<file path="src/rtl/adcgc_pkg.sv">
// shared constants and types of the gain-calibration control block
package adcgc_pkg;
  // register addresses
  localparam logic [4:0] ADDR_CFG     = 5'h01;
  localparam logic [4:0] ADDR_GAIN_LO = 5'h08;
  localparam logic [4:0] ADDR_GAIN_MD = 5'h09;
  localparam logic [4:0] ADDR_GAIN_HI = 5'h0A;
  // reset values
  localparam logic [7:0] CFG_RESET     = 8'h52;
  localparam logic [7:0] GAIN_LO_RESET = 8'h00;
  localparam logic [7:0] GAIN_MD_RESET = 8'h00;
  localparam logic [7:0] GAIN_HI_RESET = 8'h40;
  localparam int         CFG_PHASE_BIT = 2;
  // command bytes; register commands carry the address in bits 4:0
  localparam logic [7:0] CMD_RDATAC = 8'h10;
  localparam logic [7:0] CMD_SDATAC = 8'h11;
  localparam logic [7:0] CMD_RDATA  = 8'h12;
  localparam logic [2:0] CMD_RREG   = 3'h1;
  localparam logic [2:0] CMD_WREG   = 3'h2;
  // interface recovery: ready periods with the serial clock held low
  localparam logic [6:0] RECOVER_PERIODS = 7'h40;
  // filter coefficient scaling, both as powers of two
  localparam int          FIR12_SCALE_LOG2 = 23;
  localparam logic [23:0] FIR12_CENTRE     = 24'h400000;
  localparam int          FIR34_SCALE_LOG2 = 27;
  // gain unity equals the centre tap, so the product drops 22 bits
  localparam int          GAIN_SHIFT       = FIR12_SCALE_LOG2 - 1;

  typedef enum logic [1:0] {
    ST_CMD = 2'b00,
    ST_ARG = 2'b01,
    ST_WR  = 2'b10,
    ST_RD  = 2'b11
  } adcgc_st_t;

  typedef struct packed {
    logic        valid;
    logic        over_range;
    logic [23:0] data;
  } adcgc_conv_t;

  typedef struct packed {
    logic [1:0]  sclk_ff;
    logic        sclk_d;
    logic [1:0]  din_ff;
    logic [1:0]  sync_ff;
    logic [1:0]  mode_ff;
    logic [1:0]  phase_ff;
    adcgc_st_t   st;
    logic        rdc;
    logic        wr;
    logic [2:0]  bitcnt;
    logic [7:0]  sh_in;
    logic [23:0] sh_out;
    logic        hold;
    logic [4:0]  addr;
    logic [4:0]  cnt;
    logic [7:0]  cfg;
    logic [23:0] gain;
    logic [23:0] result;
    logic        result_ready_n_n;
    logic [6:0]  rec_cnt;
    logic        over;
    logic        run;
    logic        minph;
  } adcgc_state_t;
endpackage

</file>
<file path="src/rtl/adcgc_ctrl.sv">
// serial control, gain calibration and result path of the converter
// What this block does
// - 24-bit gain in three bytes 08h..0Ah, low first; resets 00h,00h,40h.
// - pin control mode ignores registers; register mode uses them.
// - registers written one at a time or as a block.
// - written registers can be read back by the host.
// - host picks continuous or by-command read mode after setup.
// - conversions run freely while the sync input is high.
// - sync low halts conversions; return high restarts them.
// - continuous mode: result shifts out on sclk after ready falls.
// - by-command mode: ready asserts only after a read-data command.
// - synchronised parts may share one ready line for timing.
// - a modulator over-range flag output is provided.
// - first two filter sections scale by 2^23, centre tap 4194304.
// - sections three, four: phase selects linear or minimum set.
module adcgc_ctrl (
  // clock and reset
  input  wire logic                  clk,
  input  wire logic                  rst,
  // serial link
  input  wire logic                  sclk,
  input  wire logic                  din,
  output logic                       dout,
  // control pins
  input  wire logic                  sync_in,
  input  wire logic                  pin_ctrl,
  input  wire logic                  pin_phase,
  output logic                       result_ready_n,
  output logic                       over_range_flag,
  // filter side
  input  wire adcgc_pkg::adcgc_conv_t conv,
  output logic                       conv_run,
  output logic                       fir_min_phase
);

  adcgc_pkg::adcgc_state_t s;
  adcgc_pkg::adcgc_state_t next_s;

  logic               sclk_s;
  logic               din_s;
  logic               rise;
  logic               fall;
  logic               byte_end;
  logic [7:0]         byte_now;
  logic               cmd_rdata;
  logic [23:0]        geff;
  logic signed [48:0] prod;
  logic [23:0]        corr;
  logic [7:0]         rd_byte;

  function automatic logic [7:0] reg_rd(input logic [4:0]  a,
                                        input logic [7:0]  c,
                                        input logic [23:0] g);
    case (a)
      adcgc_pkg::ADDR_CFG:     reg_rd = c;
      adcgc_pkg::ADDR_GAIN_LO: reg_rd = g[7:0];
      adcgc_pkg::ADDR_GAIN_MD: reg_rd = g[15:8];
      adcgc_pkg::ADDR_GAIN_HI: reg_rd = g[23:16];
      default:                 reg_rd = 8'h00;
    endcase
  endfunction

  assign sclk_s   = s.sclk_ff[1];
  assign din_s    = s.din_ff[1];
  assign rise     = sclk_s & ~s.sclk_d;
  assign fall     = ~sclk_s & s.sclk_d;
  assign byte_end = rise && (s.bitcnt == 3'h7);
  assign byte_now = {s.sh_in[6:0], din_s};
  assign cmd_rdata = byte_end && (s.st == adcgc_pkg::ST_CMD) && !s.rdc
                     && (byte_now == adcgc_pkg::CMD_RDATA);
  // pin mode runs on the reset gain
  assign geff = s.mode_ff[1] ? {adcgc_pkg::GAIN_HI_RESET,
                                adcgc_pkg::GAIN_MD_RESET,
                                adcgc_pkg::GAIN_LO_RESET} : s.gain;
  assign prod = $signed(conv.data) * $signed({1'b0, geff});
  assign corr = prod[adcgc_pkg::GAIN_SHIFT+23:adcgc_pkg::GAIN_SHIFT];
  assign rd_byte = reg_rd(s.addr, s.cfg, s.gain);

  always_comb begin
    next_s = s;
    next_s.sclk_ff  = {s.sclk_ff[0], sclk};
    next_s.sclk_d   = s.sclk_ff[1];
    next_s.din_ff   = {s.din_ff[0], din};
    next_s.sync_ff  = {s.sync_ff[0], sync_in};
    next_s.mode_ff  = {s.mode_ff[0], pin_ctrl};
    next_s.phase_ff = {s.phase_ff[0], pin_phase};
    next_s.over     = conv.over_range;
    next_s.minph    = s.mode_ff[1] ? s.phase_ff[1]
                      : s.cfg[adcgc_pkg::CFG_PHASE_BIT];
    next_s.run      = s.sync_ff[1];
    // shift out on falling sclk, except right after a byte-end load
    if (fall) begin
      if (s.hold) begin
        next_s.hold = 1'b0;
      end else begin
        next_s.sh_out = {s.sh_out[22:0], 1'b0};
      end
    end
    if (rise) begin
      next_s.sh_in   = byte_now;
      next_s.bitcnt  = s.bitcnt + 3'h1;
      next_s.rec_cnt = 7'h00;
      next_s.result_ready_n_n  = 1'b1;
    end
    if (byte_end) begin
      case (s.st)
        adcgc_pkg::ST_CMD: begin
          if (s.rdc) begin
            if (byte_now == adcgc_pkg::CMD_SDATAC) begin
              next_s.rdc = 1'b0;
            end
          end else if (byte_now == adcgc_pkg::CMD_RDATAC) begin
            next_s.rdc = 1'b1;
          end else if (byte_now == adcgc_pkg::CMD_RDATA) begin
            next_s.sh_out = s.result;
            next_s.hold   = 1'b1;
            next_s.result_ready_n_n = 1'b0;
          end else if (byte_now[7:5] == adcgc_pkg::CMD_RREG ||
                       byte_now[7:5] == adcgc_pkg::CMD_WREG) begin
            next_s.addr = byte_now[4:0];
            next_s.wr   = (byte_now[7:5] == adcgc_pkg::CMD_WREG);
            next_s.st   = adcgc_pkg::ST_ARG;
          end
        end
        adcgc_pkg::ST_ARG: begin
          next_s.cnt = byte_now[4:0];
          if (s.wr) begin
            next_s.st = adcgc_pkg::ST_WR;
          end else begin
            next_s.st     = adcgc_pkg::ST_RD;
            next_s.sh_out = {rd_byte, 16'h0000};
            next_s.hold   = 1'b1;
          end
        end
        adcgc_pkg::ST_WR: begin
          if (!s.mode_ff[1]) begin
            case (s.addr)
              adcgc_pkg::ADDR_CFG:     next_s.cfg = byte_now;
              adcgc_pkg::ADDR_GAIN_LO: next_s.gain[7:0] = byte_now;
              adcgc_pkg::ADDR_GAIN_MD: next_s.gain[15:8] = byte_now;
              adcgc_pkg::ADDR_GAIN_HI: next_s.gain[23:16] = byte_now;
              default:                 next_s.cfg = s.cfg;
            endcase
          end
          next_s.addr = s.addr + 5'h01;
          if (s.cnt == 5'h00) begin
            next_s.st = adcgc_pkg::ST_CMD;
          end else begin
            next_s.cnt = s.cnt - 5'h01;
          end
        end
        adcgc_pkg::ST_RD: begin
          next_s.addr = s.addr + 5'h01;
          if (s.cnt == 5'h00) begin
            next_s.st = adcgc_pkg::ST_CMD;
          end else begin
            next_s.cnt    = s.cnt - 5'h01;
            next_s.sh_out = {reg_rd(s.addr + 5'h01, s.cfg, s.gain),
                             16'h0000};
            next_s.hold   = 1'b1;
          end
        end
        default: begin
          next_s.st = adcgc_pkg::ST_CMD;
        end
      endcase
    end
    if (conv.valid && s.run) begin
      next_s.result = corr;
      if (s.rdc) begin
        next_s.sh_out = corr;
        next_s.hold   = 1'b0;
        next_s.result_ready_n_n = 1'b0;
        if (!sclk_s) begin
          next_s.rec_cnt = s.rec_cnt + 7'h01;
          if (s.rec_cnt + 7'h01 == adcgc_pkg::RECOVER_PERIODS) begin
            next_s.bitcnt  = 3'h0;
            next_s.st      = adcgc_pkg::ST_CMD;
            next_s.rec_cnt = 7'h00;
          end
        end
      end
    end
    if (!s.sync_ff[1]) begin
      next_s.result_ready_n_n = 1'b1;
    end
  end

  always_ff @(posedge clk) begin
    if (rst) begin
      s        <= '0;
      s.cfg    <= adcgc_pkg::CFG_RESET;
      s.gain   <= {adcgc_pkg::GAIN_HI_RESET, adcgc_pkg::GAIN_MD_RESET,
                   adcgc_pkg::GAIN_LO_RESET};
      s.result_ready_n_n <= 1'b1;
    end else begin
      s <= next_s;
    end
  end

  assign dout            = s.sh_out[23];
  assign result_ready_n  = s.result_ready_n_n;
  assign over_range_flag = s.over;
  assign conv_run        = s.run;
  assign fir_min_phase   = s.minph;
endmodule

</file>
<file path="config.mk">
export PLATFORM = sky130hd
export DESIGN_NAME = adcgc_ctrl
export DESIGN_NICKNAME = d
export VERILOG_FILES = /design/src/rtl/adcgc_pkg.sv /design/src/rtl/adcgc_ctrl.sv
export SDC_FILE = /design/constraint.sdc
export NUM_CORES = 2
export LEC_CHECK = 0
export BUFFER_PORTS_ARGS = -buffer_cell sky130_fd_sc_hd__buf_4
export CELL_PAD_IN_SITES_DETAIL_PLACEMENT = 0
export CELL_PAD_IN_SITES_GLOBAL_PLACEMENT = 1
export CORE_UTILIZATION = 46
export DETAILED_ROUTE_END_ITERATION = 16
export HOLD_SLACK_MARGIN = 0.06
export PLACE_DENSITY = 0.88
export SYNTH_ARGS = -nofsm -noshare
export SYNTH_HDL_FRONTEND = slang
export SYNTH_SLANG_ARGS = --single-unit
</file>
<file path="constraint.sdc">
create_clock -name clk -period 7 [get_ports clk]
set_input_delay 0 -clock clk [delete_from_list [all_inputs] [get_ports clk]]
set_output_delay 0 -clock clk [all_outputs]
set_load 0.02 [all_outputs]
</file>
# ---- Yosys cells after proc, flatten, opt, wreduce, memory -nomap -nowiden
# Cells that the tools add are included.
dict set report totals {
  input_bits 33
  ff_bits 128
  output_inout_bits 5
  elab_cells 140
}
dict set report classes {
  reduce_logical 17
  n_addsub 4
  n_eq_ne 23
  muxes 61
  n_bitwise 9
  multipliers 1
}
# op count
set op_table {}
lappend op_table {{two-way mux 25 bit} 6}
lappend op_table {{case mux 25 bit (3 select lines)} 1}
lappend op_table {{two-way mux 67 bit} 1}
lappend op_table {{two-way mux 32 bit} 2}
lappend op_table {{case mux 8 bit (4 select lines)} 2}
lappend op_table {{two-way mux 30 bit} 2}
lappend op_table {{two-way mux 8 bit} 7}
lappend op_table {{two-way mux 24 bit} 2}
lappend op_table {{multiplier 24 x 25 -> 46 bit} 1}
lappend op_table {{equality test 5 x 4 -> 1 bit, second input constant} 6}
lappend op_table {{equality test 8 x 5 -> 1 bit, second input constant} 3}
lappend op_table {{two-way mux 2 bit} 10}
lappend op_table {{case mux 5 bit (2 select lines)} 2}
lappend op_table {{AND reduction 4 bit} 4}
lappend op_table {{two-way mux 5 bit} 3}
lappend op_table {{two-way mux 1 bit} 14}
lappend op_table {{two-way mux 7 bit} 2}
lappend op_table {{two-way mux 3 bit} 4}
lappend op_table {{AND reduction 6 bit} 2}
lappend op_table {{two-way mux 11 bit} 1}
lappend op_table {{equality test 5 x 1 -> 1 bit, second input constant} 2}
lappend op_table {{!= test 2 bit, second input constant} 4}
lappend op_table {{adder 7 x 1 -> 7 bit, second input constant} 1}
lappend op_table {{equality test 7 bit, second input constant} 1}
lappend op_table {{21 further kinds} 32}

# ---- Longest topological paths before layout
dict set report depth {
  depth_word 12
  mapped_depth 28
  ltp_nobuf 25
}

# ---- Worst setup path before layout
# No wires, ideal clock.
dict set report synth_timing {
  kind {register -> register}
  startpoint {register s[120] (netlist bit)}
  endpoint {register s[32] (netlist bit)}
  setup_slack_ns -0.367
  setup_ns 0.091
  required_ns 6.909
  path_stages_with_launch 28
  arrival_ns 7.276
  n_path_buf 4
  synth_period_minus_slack_ns 7.367
  path_cell_list {dfxtp_1 > buf_2 > clkbuf_1 > nor2b_1 > clkbuf_1 > nand2_1 > fa_1 > inv_1 > fa_1 > inv_1 > fa_1 > inv_1 > fa_1 > fa_1 > fa_1 > inv_1 > fa_1 > inv_1 > ha_1 > clkbuf_1 > nand4_1 > nor4bb_1 > o211ai_1 > a31o_2 > a211o_1 > and4b_1 > or3_1 > a311oi_1}
}
dict set report synth_between {
  elab_chain_len 2
}
# item line
set synth_lines {}
lappend synth_lines {{start, declared} adcgc_ctrl.sv:36} ;# adcgc_pkg::adcgc_state_t s;
lappend synth_lines {{start signal, assigned} adcgc_ctrl.sv:197} ;# s <= next_s;
lappend synth_lines {{two-way mux 24 bit} adcgc_ctrl.sv:72} ;# assign geff = s.mode_ff[1] ? {adcgc_pkg::GAIN_HI_RESET,
lappend synth_lines {{multiplier 24 x 25 -> 46 bit} adcgc_ctrl.sv:75} ;# assign prod = $signed(conv.data) * $signed({1'b0, geff});
# No other way between the ends.
# A chain may end at the register's enable or synchronous reset.

# ---- Worst setup path in the final report
dict set report layout_timing {
  startpoint {register s[120] (netlist bit)}
  endpoint {register s, in the netlist dout}
}
dict set report layout_between {
  elab_chain_len 4
}
# item line
set layout_lines {}
lappend layout_lines {{two-way mux 24 bit} adcgc_ctrl.sv:72}
lappend layout_lines {{multiplier 24 x 25 -> 46 bit} adcgc_ctrl.sv:75}
lappend layout_lines {{two-way mux 25 bit} adcgc_ctrl.sv:170} ;# if (s.rdc) begin
lappend layout_lines {{two-way mux 25 bit} adcgc_ctrl.sv:168} ;# if (conv.valid && s.run) begin
# No other way between the ends.

==> flow_metrics.env <==
export IMPL_arrival_ns=7.46
export IMPL_synth_top_family_by_area="adder cells"
export IMPL_synth_area_leader_cell="fa_1"
export IMPL_ff_latch_area_mm2=0.00255
export IMPL_synth_xor_area_share_pct=1.00
export IMPL_multi_input_area_mm2=0.0205
export IMPL_vias=20400
export IMPL_synth_adder_area_share_pct=47.5
export IMPL_worst_pin_slew_ns=1.05
export IMPL_power_leakage_nw=13.7
export IMPL_fill_cells=4843
export IMPL_grt_first_pass_wirelength_um=116000
export IMPL_synth_cell_area_mm2=0.0252
export IMPL_totalWireLength_um=70200
export IMPL_ant_nets=0
export IMPL_report_final_hold_viol_count=0
export IMPL_fmax_ghz=0.140
export IMPL_yosysWarnings=0
export IMPL_fin_setup_tns_ns=-1.33
export IMPL_grt_max_degree=58
export IMPL_drt_first_iter_violations=1618
export IMPL_die_area_mm2=0.0557
export IMPL_diodes=0
export IMPL_drc_errors=0
export IMPL_vias_per_cell=5.44
export IMPL_layout_commonest_cell="inv_1"
export IMPL_sw_frac_of_total_pct=35.7
export IMPL_firstDrtPassIters=6
export IMPL_gr_total_overflow=0
export IMPL_crit_type="register to register"
export IMPL_coreArea_mm2=0.0539
export IMPL_rows=85
export IMPL_post_synth_mux_area_share_pct=2.11
export IMPL_clkTransAtPathRegs_ns=0.07
export IMPL_post_dp_cell_area_mm2=0.0272
export IMPL_crit_required_ns=7.30
export IMPL_skew_ns=0.0142
export IMPL_cts_sinks=127
export IMPL_h_tree_depth=4
export IMPL_seq_power_share_pct=32.8
export IMPL_layout_nets=3734
export IMPL_rsz0062_at_grt="yes"
export IMPL_violations="setup timing"
export IMPL_synthArstFlopShare_pct=0
export IMPL_clkLatencyLatePin_ns=0.44
export IMPL_cellPowerDensity_mw_per_mm2=78.2
export IMPL_synth_area_leaders="fa_1 38%, dfxtp_1 10%, ha_1 9.3%"
export IMPL_setup_violations=16
export IMPL_post_synth_num_cell_types=74
export IMPL_fin_total_pwr_mw=2.24
export IMPL_p_clk_share_pct=37.1
export IMPL_io_pins=38
export IMPL_synth_edff_count=0
export IMPL_worst_setup_path_end_kind="register"
export IMPL_layout_common_cells="556 x inv_1, 468 x fa_1, 392 x nand2_1, 278 x and2_1, 221 x buf_4"
export IMPL_synth_avg_cell_area_um2=8.60
export IMPL_antenna_found_initial=2
export IMPL_drive_gt1_share_pct=13.2
export IMPL_wl_per_cell_um=18.8
export IMPL_min_period_ns=7.16
export IMPL_fin_crit_sh_pct=102
export IMPL_cts_tree="yes"
export IMPL_slew_headroom_pct=29.9
export IMPL_synth_seq_cells=127
export IMPL_clockRootBuffer="clkbuf_16"
export IMPL_synth_compound_area_share_pct=8.46
export IMPL_irDropWorstVdd_v=0.000163
export IMPL_hold_slack_ns=0.171
export IMPL_port_buffers=37
export IMPL_place_ws_ns=-0.310
export IMPL_drv_cap=0
export IMPL_grt_pass1_vias=22000
export IMPL_start_util_pct=46.7
export IMPL_pwr_share_comb_pct=30.1
export IMPL_syn_num_nets=3629
export IMPL_hold_path_class="input pin to register"
export IMPL_die_h_um=236
export IMPL_place_hpwl_um=57400
export IMPL_status="complete, but fails checks"
export IMPL_ys_flop_type="dfxtp_1"
export IMPL_internal_power_mw=1.44
export IMPL_ys_seq_area_share_pct=10.1
export IMPL_slew_viol_final=0
export IMPL_yosys_area_top_type_share_pct=38.3
export IMPL_dieWidth_um=236
export IMPL_grtUsageTotal_pct=26.2
export IMPL_p_switching_mw=0.800
export IMPL_cp_start_kind="register"
export IMPL_synthSimpleGateAreaFrac_pct=19.7
export IMPL_cts_buffers_inserted=17
export IMPL_design_area_mm2=0.0287
export IMPL_critPathMaxFanout=8
export IMPL_synthCells=2928
export IMPL_gp_congestion=1.00
export IMPL_syn_to_final_growth_pct=13.9
export IMPL_clockBufferDepth=2
export IMPL_setup_ws_ns=-0.165
-- kinds of logic (layout without fill, tap and decap cells) --
family,count (synthesis),after routing
buffers and inverters,735,852
AO/OA/AOI/OAI,327,327
XOR/XNOR,28,28
flip-flops,127,127
AND/OR/NAND/NOR,990,990
adder cells (fa/ha/maj),668,668
multiplexers,53,53
-- per-layer routing --
layer,track usage (%),routed length [um],vias to the layer above
met5,0,0,-
met4,8.22,1930,0
met3,3.21,4180,115
met2,44.8,34700,653
met1,34.6,29400,10300
li1,-,-,9233
-- critical path, cell delays in order (launching register included) --
cell and delay (ns):
dfxtp_4 0.37, buf_12 0.15, buf_12 0.14, nor2b_4 0.19, buf_6 0.14, nand2_4 0.05
fa_1 0.55, inv_2 0.04, fa_1 0.55, fa_2 0.47, fa_1 0.61, fa_1 0.46
fa_1 0.49, inv_1 0.05, fa_1 0.51, inv_2 0.05, ha_4 0.26, nand4_1 0.18
nor4bb_2 0.30, o211ai_1 0.12, a31o_2 0.26, a211o_4 0.37, buf_6 0.14, a311oi_4 0.29
or3_1 0.18, a31oi_1 0.08
-- stage by stage --
stage / utilization (%) / cells
3_3_place_gp: 50.4 / 3682
2_1_floorplan: - / 2928
5_1_grt: 53.2 / 3741
4_1_cts: 52.1 / 3728
6_report: 53.2 / 3741
3_5_place_dp: 50.4 / 3682
-- final cells by class --
cell class,instances,area share [%]
clock inverter,13,0.380
tap,696,3.04
timing repair buffer,256,7.43
multi-input combinational,2066,71.4
inverter,565,7.39
sequential,127,8.88
clock buffer,18,1.50
-- flip-flops by register name (all words and copies together), names as in the netlist --
name	count
next_s	7
byte_now	8
over_range_flag	1
fir_min_phase	1
s	107
conv_run	1
result_ready_n	1
dout	1
-- cell usage after synthesis (all sizes together) (40+ instances only) --
cell,number
fa,481
mux2i,52
dfxtp,127
and2,280
nor2b,52
nor2,93
inv,565
ha,187
nor3,40
nand2,396
o21ai,47
a21oi,115
clkbuf,155
-- timing repair --
action,4_1_cts,5_1_grt
buffers inserted,8,12
setup endpoints to repair,31,44
endpoints found under the hold margin,12,0
resized for setup,49,107
gates cloned,0,2
pin swaps,11,49
hold buffers,7,0
-- power groups by stage --
stage / Clock [mW] / Sequential, mW / Combinational (mW)
after floorplan: 0 / 0.749 / 0.352
after global placement: 0 / 0.751 / 0.605
after detailed placement: 0 / 0.751 / 0.617
after CTS: 0.838 / 0.735 / 0.638
after global routing: 0.874 / 0.736 / 0.731
final: 0.832 / 0.736 / 0.675
-- final timing paths --
path                     from     endpoint  slack [ns]  depth (start not counted)
setup / recovery       s[120]         dout       -0.16                         25
hold reg to reg   next_s[124]  byte_now[0]        0.44                          1
hold / removal       conv[25]        s[12]        0.17                          5
setup reg to reg       s[120]         dout       -0.16                         25
No activity file was read; power rests on OpenSTA's default activity.
